--- config.mk ---
export PLATFORM = sky130hd
export DESIGN_NAME = mfd_core
export DESIGN_NICKNAME = d
export VERILOG_FILES = /design/src/hw/mfd_pkg.sv /design/src/hw/mfd_core.sv /design/src/hw/mfd_decode.sv
export SDC_FILE = /design/constraint.sdc
export NUM_CORES = 1
export LEC_CHECK = 0
export BUFFER_PORTS_ARGS = -buffer_cell sky130_fd_sc_hd__buf_4
export CORE_MARGIN = 2
export CORE_UTILIZATION = 39
export DETAILED_ROUTE_END_ITERATION = 6
export SLEW_MARGIN = 5
export SYNTH_ARGS = -nofsm -noshare
export SYNTH_HDL_FRONTEND = slang
export SYNTH_HIERARCHICAL = 1
export SYNTH_SLANG_ARGS = --single-unit
--- constraint.sdc ---
create_clock -name clk_in -period 2.15 [get_ports clk_in]
set_input_delay 0.43 -clock clk_in [delete_from_list [all_inputs] [get_ports clk_in]]
set_output_delay 0.43 -clock clk_in [all_outputs]
set_load 0.01 [all_outputs]
--- src/hw/mfd_pkg.sv ---
/*
  shared constants for the move-family decoder: opcode fields, mode codes,
  size codes, flag positions and register offsets of the bus slave.
  assumes nothing of its surroundings.
*/
package mfd_pkg;
  localparam logic [2:0] MODE_DREG = 3'h0;
  localparam logic [2:0] MODE_AREG = 3'h1;
  localparam logic [2:0] MODE_IND_LO = 3'h2;
  localparam logic [2:0] MODE_IND_HI = 3'h6;
  localparam logic [2:0] MODE_EXT = 3'h7;
  localparam logic [2:0] EXT_ABS_W = 3'h0;
  localparam logic [2:0] EXT_ABS_L = 3'h1;
  localparam logic [2:0] EXT_PC_DISP = 3'h2;
  localparam logic [2:0] EXT_PC_IDX = 3'h3;
  localparam logic [2:0] EXT_IMM = 3'h4;
  localparam logic [1:0] SZ_BYTE = 2'h1;
  localparam logic [1:0] SZ_LONG = 2'h2;
  localparam logic [1:0] SZ_WORD = 2'h3;
  localparam logic [1:0] TOP_MOVE = 2'h0;
  localparam logic [9:0] OPC_FROM_FLAGS = 10'h10b;
  localparam logic [9:0] OPC_TO_FLAGS = 10'h113;
  localparam int FLAG_X = 4;
  localparam int FLAG_N = 3;
  localparam int FLAG_Z = 2;
  localparam int FLAG_V = 1;
  localparam int FLAG_C = 0;
  localparam logic [4:0] FLAGS_RST = 5'h00;
  localparam logic [7:0] UPPER_RST = 8'h00;
  localparam logic [7:0] OFS_OPCODE = 8'h00;
  localparam logic [7:0] OFS_SRC = 8'h04;
  localparam logic [7:0] OFS_CTRL = 8'h08;
  localparam logic [7:0] OFS_RESULT = 8'h0c;
  localparam logic [7:0] OFS_STATE = 8'h10;
  localparam logic [7:0] OFS_IRQ_STAT = 8'h14;
  localparam logic [7:0] OFS_IRQ_MASK = 8'h18;
  localparam logic [7:0] OFS_STATUS = 8'h1c;
  localparam logic [1:0] EV_DONE = 2'h1;
  localparam logic [1:0] EV_ILLEGAL = 2'h2;
  typedef enum logic [3:0] {
    OP_NONE = 4'h1,
    OP_MOVE = 4'h2,
    OP_LOAD_AREG = 4'h4,
    OP_FLAGS_RW = 4'h8
  } mfd_op_t;
endpackage : mfd_pkg

--- src/hw/mfd_core.sv ---
/*
  move-family execute unit behind an ahb-lite slave: software writes an opcode
  and a source operand, starts execution, and reads result, flags and status.
  assumes one ahb-lite master, single word transfers, and synchronous reset.
*/
// Decided for this implementation: the address map and the AHB-Lite interface to the registers.
// Contract
// RULE1 - a general move accepts only data-alterable destinations.
// RULE2 - a general move accepts every source mode, address register and pc-relative included.
// RULE3 - a byte move from an address register is illegal and not performed.
// RULE4 - the load-address op takes its target register from the dedicated field.
// RULE5 - load-address size 11 is word sign-extended to 32 bits, 10 is long, flags untouched.
// RULE6 - the load-address op accepts every source mode.
// RULE7 - reading the flag byte gives it zero-extended to a word, flags untouched.
// RULE8 - reading the flag byte allows only data-alterable destinations.
// RULE9 - reading the flag byte is always a word access.
// RULE10 - writing the flag byte uses the source low byte and keeps the upper state byte.
// RULE11 - writing the flag byte loads x, n, z, v, c from source bits 4 to 0.
// RULE12 - a general move sets n and z from the data, clears v and c, keeps x.
// RULE13 - the move size field is 01 byte, 11 word, 10 long.
// RULE14 - writing the flag byte accepts data-mode sources only, immediate included.
// RULE15 - a disallowed mode or size combination is flagged illegal instead of run.
`timescale 1ns/1ps
`default_nettype none
module mfd_core (
  input wire logic clk_in,
  input wire logic srst_in,
  input wire logic hsel_in,
  input wire logic [31:0] haddr_in,
  input wire logic [1:0] htrans_in,
  input wire logic hwrite_in,
  input wire logic [2:0] hsize_in,
  input wire logic [31:0] hwdata_in,
  input wire logic hready_in,
  output logic [31:0] hrdata_out,
  output logic hreadyout_out,
  output logic hresp_out,
  output logic illegal_out,
  output logic irq_out
);
  import mfd_pkg::*;

  logic [15:0] opcode_r;
  logic [31:0] src_r;
  logic [31:0] result_r;
  logic [2:0] dst_reg_r;
  logic [4:0] flags_r;
  logic [7:0] upper_r;
  logic [1:0] irq_stat_r;
  logic [1:0] irq_mask_r;
  logic illegal_r;
  logic wr_pend_r;
  logic [7:0] wr_addr_r;
  logic [31:0] rdata_r;
  mfd_op_t last_op_r;

  logic dec_move;
  logic dec_load;
  logic dec_fread;
  logic dec_fwrite;
  logic dec_illegal;
  logic [1:0] dec_size;
  logic [2:0] dec_dst;

  mfd_decode u_dec (
    .opcode_in(opcode_r),
    .is_move_out(dec_move),
    .is_load_areg_out(dec_load),
    .is_flags_read_out(dec_fread),
    .is_flags_write_out(dec_fwrite),
    .illegal_out(dec_illegal),
    .size_out(dec_size),
    .dst_reg_out(dec_dst)
  );

  // bus decode: zero wait states, writes land in the data phase
  wire logic addr_phase = hsel_in && hready_in && htrans_in[1];
  wire logic rd_phase = addr_phase && !hwrite_in;
  wire logic wr_now = wr_pend_r;
  wire logic start = wr_now && (wr_addr_r == OFS_CTRL) && hwdata_in[0];
  wire logic run = start && !dec_illegal;

  // sized move data and its sign for flags
  wire logic [31:0] move_data = (dec_size == SZ_BYTE) ? {24'h0, src_r[7:0]}
    : (dec_size == SZ_WORD) ? {16'h0, src_r[15:0]} : src_r;
  wire logic move_neg = (dec_size == SZ_BYTE) ? src_r[7]
    : (dec_size == SZ_WORD) ? src_r[15] : src_r[31];
  // RULE5 sign-extend word source
  wire logic [31:0] load_data = (dec_size == SZ_WORD) ? {{16{src_r[15]}}, src_r[15:0]} : src_r;
  // RULE7 zero-extended flag byte
  wire logic [31:0] fread_data = {24'h0, 3'h0, flags_r};
  wire logic [31:0] result_nxt = dec_move ? move_data : dec_load ? load_data : fread_data;

  // RULE12 n and z from data, v c cleared
  wire logic [4:0] move_flags = {flags_r[FLAG_X], move_neg, (move_data == 32'h0), 2'h0};
  // RULE11 flags from source bits
  // RULE10 only the low byte is used
  wire logic [4:0] fwrite_flags = {src_r[FLAG_X], src_r[FLAG_N], src_r[FLAG_Z],
    src_r[FLAG_V], src_r[FLAG_C]};
  wire logic [4:0] flags_nxt = (run && dec_move) ? move_flags
    : (run && dec_fwrite) ? fwrite_flags : flags_r;

  mfd_op_t op_nxt;
  assign op_nxt = !run ? last_op_r : dec_move ? OP_MOVE : dec_load ? OP_LOAD_AREG : OP_FLAGS_RW;

  wire logic [1:0] events = {start && dec_illegal, run};
  wire logic [1:0] irq_clear = (wr_now && wr_addr_r == OFS_IRQ_STAT) ? hwdata_in[1:0] : 2'h0;
  // set wins over a write-one clear in the same cycle
  wire logic [1:0] irq_stat_nxt = (irq_stat_r & ~irq_clear) | events;

  wire logic [7:0] rd_addr = haddr_in[7:0];
  wire logic [31:0] rd_mux =
    (rd_addr == OFS_OPCODE) ? {16'h0, opcode_r} :
    (rd_addr == OFS_SRC) ? src_r :
    (rd_addr == OFS_RESULT) ? result_r :
    (rd_addr == OFS_STATE) ? {16'h0, upper_r, 3'h0, flags_r} :
    (rd_addr == OFS_IRQ_STAT) ? {30'h0, irq_stat_r} :
    (rd_addr == OFS_IRQ_MASK) ? {30'h0, irq_mask_r} :
    (rd_addr == OFS_STATUS) ? {24'h0, last_op_r, 1'h0, dst_reg_r} : 32'h0;

  always_ff @(posedge clk_in)
  begin
    if (srst_in)
    begin
      wr_pend_r <= 1'b0;
      wr_addr_r <= 8'h00;
      rdata_r <= 32'h0;
    end
    else
    begin
      wr_pend_r <= addr_phase && hwrite_in;
      wr_addr_r <= haddr_in[7:0];
      rdata_r <= rd_phase ? rd_mux : rdata_r;
    end
  end

  always_ff @(posedge clk_in)
  begin
    if (srst_in)
    begin
      opcode_r <= 16'h0;
      src_r <= 32'h0;
      irq_mask_r <= 2'h0;
    end
    else if (wr_now)
    begin
      opcode_r <= (wr_addr_r == OFS_OPCODE) ? hwdata_in[15:0] : opcode_r;
      src_r <= (wr_addr_r == OFS_SRC) ? hwdata_in : src_r;
      irq_mask_r <= (wr_addr_r == OFS_IRQ_MASK) ? hwdata_in[1:0] : irq_mask_r;
    end
  end

  always_ff @(posedge clk_in)
  begin
    if (srst_in)
    begin
      flags_r <= FLAGS_RST;
      upper_r <= UPPER_RST;
      result_r <= 32'h0;
      dst_reg_r <= 3'h0;
      illegal_r <= 1'b0;
      irq_stat_r <= 2'h0;
      last_op_r <= OP_NONE;
    end
    else
    begin
      flags_r <= flags_nxt;
      // upper state byte is never written by these ops
      upper_r <= upper_r;
      // RULE4 latch target register
      result_r <= (run && !dec_fwrite) ? result_nxt : result_r;
      dst_reg_r <= run ? dec_dst : dst_reg_r;
      // RULE15 illegal pulse to exceptions
      illegal_r <= start && dec_illegal;
      irq_stat_r <= irq_stat_nxt;
      last_op_r <= op_nxt;
    end
  end

  assign hrdata_out = rdata_r;
  assign hreadyout_out = 1'b1;
  assign hresp_out = 1'b0;
  assign illegal_out = illegal_r;
  assign irq_out = |(irq_stat_r & irq_mask_r);

  // RULE15 illegal start runs nothing
  a_illegal_noexec: assert property (@(posedge clk_in) disable iff (srst_in) // RULE15
    start && dec_illegal |=> flags_r == $past(flags_r) && illegal_out)
    else $error("illegal opcode executed");
  // RULE12 move flag update
  a_move_flags: assert property (@(posedge clk_in) disable iff (srst_in) // RULE12
    run && dec_move |=> !flags_r[FLAG_V] && !flags_r[FLAG_C]
      && flags_r[FLAG_X] == $past(flags_r[FLAG_X]))
    else $error("move flags wrong");
  // RULE11 flag write source bits
  a_flag_write: assert property (@(posedge clk_in) disable iff (srst_in) // RULE11
    run && dec_fwrite |=> flags_r == $past(src_r[4:0]))
    else $error("flag write wrong");
  // RULE5 load keeps flags
  a_load_flags: assert property (@(posedge clk_in) disable iff (srst_in) // RULE5
    run && dec_load |=> $stable(flags_r))
    else $error("load changed flags");
  // RULE5 sign extension
  a_load_sext: assert property (@(posedge clk_in) disable iff (srst_in) // RULE5
    run && dec_load && dec_size == SZ_WORD |=> result_r[31:16] == {16{result_r[15]}})
    else $error("no sign extension");
  // RULE7 zero extension
  a_read_zext: assert property (@(posedge clk_in) disable iff (srst_in) // RULE7
    run && dec_fread |=> result_r[31:5] == 27'h0 && $stable(flags_r))
    else $error("flag read not zero-extended");
  // RULE3 byte from address reg
  a_byte_areg: assert property (@(posedge clk_in) disable iff (srst_in) // RULE3
    dec_move && dec_size == SZ_BYTE && opcode_r[5:3] == MODE_AREG |-> dec_illegal)
    else $error("byte from address reg legal");
  // RULE1 bad destination
  a_move_dst: assert property (@(posedge clk_in) disable iff (srst_in) // RULE1
    dec_move && opcode_r[8:6] == MODE_EXT && opcode_r[11:9] == EXT_IMM |-> dec_illegal)
    else $error("immediate destination legal");
  // RULE10 upper byte kept
  a_upper_kept: assert property (@(posedge clk_in) disable iff (srst_in) // RULE10
    run && dec_fwrite |=> $stable(upper_r))
    else $error("upper byte changed");
  a_irq_level: assert property (@(posedge clk_in) disable iff (srst_in)
    events[0] && irq_mask_r[0] |=> irq_out)
    else $error("irq missed");
  // RULE12 zero flag from data
  a_move_zero: assert property (@(posedge clk_in) disable iff (srst_in) // RULE12
    run && dec_move |=> flags_r[FLAG_Z] == (result_r == 32'h0))
    else $error("move zero flag wrong");
  // RULE12 byte sign flag
  a_neg_byte: assert property (@(posedge clk_in) disable iff (srst_in) // RULE12
    run && dec_move && dec_size == SZ_BYTE |=> flags_r[FLAG_N] == result_r[7])
    else $error("byte negative flag wrong");
  // RULE12 word sign flag
  a_neg_word: assert property (@(posedge clk_in) disable iff (srst_in) // RULE12
    run && dec_move && dec_size == SZ_WORD |=> flags_r[FLAG_N] == result_r[15])
    else $error("word negative flag wrong");
  // RULE12 long sign flag
  a_neg_long: assert property (@(posedge clk_in) disable iff (srst_in) // RULE12
    run && dec_move && dec_size == SZ_LONG |=> flags_r[FLAG_N] == result_r[31])
    else $error("long negative flag wrong");
  // RULE13 byte move width
  a_byte_move: assert property (@(posedge clk_in) disable iff (srst_in) // RULE13
    run && dec_move && dec_size == SZ_BYTE |=> result_r == {24'h0, $past(src_r[7:0])})
    else $error("byte move data wrong");
  // RULE13 word move width
  a_word_move: assert property (@(posedge clk_in) disable iff (srst_in) // RULE13
    run && dec_move && dec_size == SZ_WORD |=> result_r == {16'h0, $past(src_r[15:0])})
    else $error("word move data wrong");
  // RULE13 long move width
  a_long_move: assert property (@(posedge clk_in) disable iff (srst_in) // RULE13
    run && dec_move && dec_size == SZ_LONG |=> result_r == $past(src_r))
    else $error("long move data wrong");
  // RULE5 long load whole
  a_load_long: assert property (@(posedge clk_in) disable iff (srst_in) // RULE5
    run && dec_load && dec_size == SZ_LONG |=> result_r == $past(src_r))
    else $error("long load data wrong");
  // RULE5 word load extended
  a_load_word: assert property (@(posedge clk_in) disable iff (srst_in) // RULE5
    run && dec_load && dec_size == SZ_WORD |=> result_r[15:0] == $past(src_r[15:0])
      && result_r[16] == $past(src_r[15]))
    else $error("word load data wrong");
  // RULE5 byte load refused
  a_load_byte: assert property (@(posedge clk_in) disable iff (srst_in) // RULE5
    dec_load && dec_size == SZ_BYTE |-> dec_illegal)
    else $error("byte load accepted");
  // RULE4 target register field
  a_dst_field: assert property (@(posedge clk_in) disable iff (srst_in) // RULE4
    run |=> dst_reg_r == $past(opcode_r[11:9]))
    else $error("target register wrong");
  // RULE7 flag byte read
  a_read_flags: assert property (@(posedge clk_in) disable iff (srst_in) // RULE7
    run && dec_fread |=> result_r[4:0] == $past(flags_r))
    else $error("flag read data wrong");
  // RULE9 word access
  a_read_word: assert property (@(posedge clk_in) disable iff (srst_in) // RULE9
    dec_fread |-> dec_size == SZ_WORD)
    else $error("flag read not word sized");
  // RULE8 address reg destination
  a_read_areg: assert property (@(posedge clk_in) disable iff (srst_in) // RULE8
    dec_fread && opcode_r[5:3] == MODE_AREG |-> dec_illegal)
    else $error("flag read to address reg legal");
  // RULE8 pc-relative destination
  a_read_pcdst: assert property (@(posedge clk_in) disable iff (srst_in) // RULE8
    dec_fread && opcode_r[5:3] == MODE_EXT && opcode_r[2:0] == EXT_PC_DISP |-> dec_illegal)
    else $error("flag read to pc-relative legal");
  // RULE14 address reg source
  a_write_areg: assert property (@(posedge clk_in) disable iff (srst_in) // RULE14
    dec_fwrite && opcode_r[5:3] == MODE_AREG |-> dec_illegal)
    else $error("flag write from address reg legal");
  // RULE14 immediate source allowed
  a_write_imm: assert property (@(posedge clk_in) disable iff (srst_in) // RULE14
    dec_fwrite && opcode_r[5:3] == MODE_EXT && opcode_r[2:0] == EXT_IMM |-> !dec_illegal)
    else $error("flag write from immediate refused");
  // RULE2 address reg source
  a_move_areg: assert property (@(posedge clk_in) disable iff (srst_in) // RULE2
    dec_move && dec_size == SZ_WORD && opcode_r[5:3] == MODE_AREG
      && opcode_r[8:6] == MODE_DREG |-> !dec_illegal)
    else $error("word move from address reg refused");
  // RULE1 pc-relative destination
  a_move_pcdst: assert property (@(posedge clk_in) disable iff (srst_in) // RULE1
    dec_move && opcode_r[8:6] == MODE_EXT && opcode_r[11:9] == EXT_PC_DISP |-> dec_illegal)
    else $error("pc-relative destination legal");
  // RULE3 refused op leaves state
  a_illegal_keep: assert property (@(posedge clk_in) disable iff (srst_in) // RULE3
    start && dec_illegal |=> $stable(result_r) && $stable(dst_reg_r) && irq_stat_r[1])
    else $error("refused opcode changed state");

  c_move: cover property (@(posedge clk_in) run && dec_move);
  c_load: cover property (@(posedge clk_in) run && dec_load);
  c_fwrite: cover property (@(posedge clk_in) run && dec_fwrite);
  c_illegal: cover property (@(posedge clk_in) start && dec_illegal);
  c_fread: cover property (@(posedge clk_in) run && dec_fread);
endmodule : mfd_core
`default_nettype wire

--- src/hw/mfd_decode.sv ---
/*
  combinational decoder of one move-family opcode: class, size, legality,
  target register number and operand width.
  assumes the opcode is stable for the whole cycle in which it is read.
*/
`timescale 1ns/1ps
`default_nettype none
module mfd_decode (
  input wire logic [15:0] opcode_in,
  output logic is_move_out,
  output logic is_load_areg_out,
  output logic is_flags_read_out,
  output logic is_flags_write_out,
  output logic illegal_out,
  output logic [1:0] size_out,
  output logic [2:0] dst_reg_out
);
  import mfd_pkg::*;

  // destination of data-alterable kind: no address reg, pc-relative or immediate
  function automatic logic data_alterable(input logic [2:0] mode, input logic [2:0] rg);
    data_alterable = (mode == MODE_DREG) || (mode >= MODE_IND_LO && mode <= MODE_IND_HI)
      || (mode == MODE_EXT && (rg == EXT_ABS_W || rg == EXT_ABS_L));
  endfunction : data_alterable

  function automatic logic any_mode(input logic [2:0] mode, input logic [2:0] rg);
    any_mode = (mode != MODE_EXT) || (rg <= EXT_IMM);
  endfunction : any_mode

  wire logic [2:0] src_mode = opcode_in[5:3];
  wire logic [2:0] src_reg = opcode_in[2:0];
  wire logic [2:0] dst_mode = opcode_in[8:6];
  wire logic [1:0] sz = opcode_in[13:12];
  wire logic top_move = (opcode_in[15:14] == TOP_MOVE) && (sz != 2'h0);
  wire logic load_areg = top_move && (dst_mode == MODE_AREG);
  wire logic gen_move = top_move && !load_areg;
  wire logic flags_read = (opcode_in[15:6] == OPC_FROM_FLAGS);
  wire logic flags_write = (opcode_in[15:6] == OPC_TO_FLAGS);
  // RULE1 move destination check
  wire logic move_dst_ok = data_alterable(dst_mode, opcode_in[11:9]);
  // RULE2 all move sources
  // RULE3 byte from address reg
  wire logic move_src_ok = any_mode(src_mode, src_reg) && !(sz == SZ_BYTE && src_mode == MODE_AREG);
  // RULE5 word or long only
  // RULE6 all sources accepted
  wire logic load_ok = any_mode(src_mode, src_reg) && (sz != SZ_BYTE);
  // RULE8 flags read destination
  wire logic fread_ok = data_alterable(src_mode, src_reg);
  // RULE14 flags write data source
  wire logic fwrite_ok = any_mode(src_mode, src_reg) && (src_mode != MODE_AREG);

  assign is_move_out = gen_move;
  assign is_load_areg_out = load_areg;
  assign is_flags_read_out = flags_read;
  assign is_flags_write_out = flags_write;
  // RULE15 illegal combination flagged
  assign illegal_out = !(gen_move && move_dst_ok && move_src_ok)
    && !(load_areg && load_ok) && !(flags_read && fread_ok) && !(flags_write && fwrite_ok);
  // RULE13 size field decode
  // RULE9 flag ops use word width
  assign size_out = (flags_read || flags_write) ? SZ_WORD : sz;
  // RULE4 dedicated destination field
  assign dst_reg_out = opcode_in[11:9];
endmodule : mfd_decode
`default_nettype wire

==> metrics.txt <==
crit path cell chain or4b_4, a21boi_2, o21ai_1, a211oi_2, buf_4, and3b_2, nand4_1, buf_12, nand2_1, a21oi_2; internal power 4.74 mW; total CTS buffers 17; clk sinks ~140; wl on met1 between 8000 and 9000 um; first-pass GRT wire length about 30000 um; Layout Cells excl Fill between 1000 and 1500; DP HPWL ~14000 um; Longest Clk Path Bufs 2; die footprint approximately 17000 sq um; fin crit share 117%; Slew @ Worst Pin about 900 ps; final hold slack approximately 250 ps; DR vias slightly above 6000; metal2 WL between 9000 and 10000 um; Starting DRT DRC Count around 530; Clock transition at path regs roughly 60 ps; WL/cell roughly 18 um; Critical Path Max Stage Delay between 500 and 600 ps; filler instances approximately 1500; vias in the first global route around 5900; number of remaining DRC errors 0; die width approximately 130 um; worst skew pair latency 430 ps; antenna viol nets, final 0; crit path capture type register; Logic pwr share around 4.9%; critical path arrival 2860 ps; Hold-fix buffers, CTS 0; Power Total 6.02 mW; Fmax about 400 MHz; worst rel slew slack between 30 and 40%; largest net degree at the start of global routing 48; Hold Path Stages 3; GP Congestion between 0.8 and 0.9; gr ovfl total 0; I/O pin count 110; CTS Root Cell clkbuf_16; Reg power frac a little over two fifths; R2R depth 10; maximum fanout along the worst path 28; most frequent cells in the layout buf_4 (150), dfxtp_1 (132), nand2_1 (118); WP buf/inv 2; die height between 100 and 150 um; H-tree depth 4; routed wire length roughly 19000 um; initial antenna violation count 0; min-delay worst type primary input to register; Via density about 5.6; Ant. Diodes 0; CP Class register to register; GRT Total Usage 23.1%; Syn-to-layout area delta 33.5%; family with the most delay on the worst path simple AND/OR/NAND/NOR gates; pwr dens roughly 720 nW/um^2; Pins Over Slew Limit 0; Period minus WS final about 2500 ps; slowest CP cell or4b_4; RSZ-0062 raised after global routing yes; final hold vios 0; Clock power frac a little over half; synthesis warning total 6; Worst Skew ~8.2 ps; # rows 46; Peak VDD IR between 0.5 and 0.6 mV; Net Switching roughly 1.3 mW; top routing layer in use met4; core area approximately 16000 sq um; met3 WL 1210 um; Initial Util between 30% and 40%; share of post-route cells with drive strength above 1 between 20% and 30%; placed cells between 1000 and 1500; Synth Cell Area about 6300 sq um; switching part of the total roughly a fifth; Synthesized Nets between 800 and 900; # setup viols final 45; WP data required between 2000 and 3000 ps; CP Launch Type register; Syn Inst Count approximately 750; WP depth 10; commonest non-fill, non-tap cell in the layout buf_4; CTS tree built; Leakage slightly above 3 nW; Util after Layout around 53%; port bufs 79; failing checks negative setup slack; max-capacitance violation count 0; DP Worst Slack -392 ps; Nets approximately 940; Final WS setup -360 ps; syn_area_per_cell between 8 and 9 sq um; status finished, violations left; First-pass DRT Iterations 5
-- worst paths after layout --
path / from / slack (ps) / end
max: opcode_r[7]$_SDFFE_PP0P_ / -360 / result_r[18]$_SDFFE_PP0P_
min: hwdata_in[10] / 250 / opcode_r[10]$_SDFFE_PP0P_
max reg2reg: opcode_r[7]$_SDFFE_PP0P_ / -360 / result_r[18]$_SDFFE_PP0P_
min reg2reg: last_op_r[0]$_SDFFE_PP1N_ / 450 / last_op_r[0]$_SDFFE_PP1N_
-- state kept, by name, summed over array words and instances (netlist names) --
name and cells:
dst_reg_r 3, flags_r 5, hrdata_out 32, illegal_out 1, irq_mask_r 2, irq_stat_r 2, last_op_r 4, opcode_r 16
result_r 32, src_r 32, wr_addr_r 8, wr_now 1
-- cell type report --
| cell class | instances | area, sq um | area share (%) |
|---|---|---|---|
| clock buffers | 19 | 433 | 5.17 |
| multi-input cells | 537 | 3350 | 40.1 |
| well taps | 216 | 270 | 3.23 |
| clock inverters | 12 | 199 | 2.38 |
| inverters | 7 | 26.3 | 0.314 |
| repair buffers | 160 | 1310 | 15.7 |
| flip-flops and latches | 138 | 2780 | 33.2 |
-- tightest hold or removal path: cells and delay by family --
family                 cells  cell delay, ps
buffers and inverters      1              80
AND/OR/NAND/NOR            1              70
multiplexers               1              60
-- power by group through the flow --
stage	sequential, mW	clock (mW)	combinational, mW
after CTS	2.58	3.21	0.290
after global placement	2.64	0	0.282
after detailed placement	2.64	0	0.285
final	2.58	3.15	0.297
after floorplan	2.64	0	0.141
after global routing	2.58	3.31	0.317
-- through the flow --
stage	area, sq um	setup TNS, ps
2_1_floorplan	6350	-1210
3_3_place_gp	7490	-9930
3_5_place_dp	7490	-13210
4_1_cts	8280	-10320
5_1_grt	8370	-17810
6_report	8370	-12440
-- per-layer routing --
metal,vias up,track usage (%)
met3,35,5.01
met5,-,0
met1,2950,29.7
met2,234,38.2
li1,2932,-
met4,0,8.95
-- repair_timing --
action / in CTS / in global routing
pin swaps: 17 / 12
gates cloned: 2 / 1
endpoints found under the setup margin: 45 / 45
gates resized for setup: 18 / 15
setup buffers: 6 / 6
Note: power is estimated with default switching activity, not from simulation.
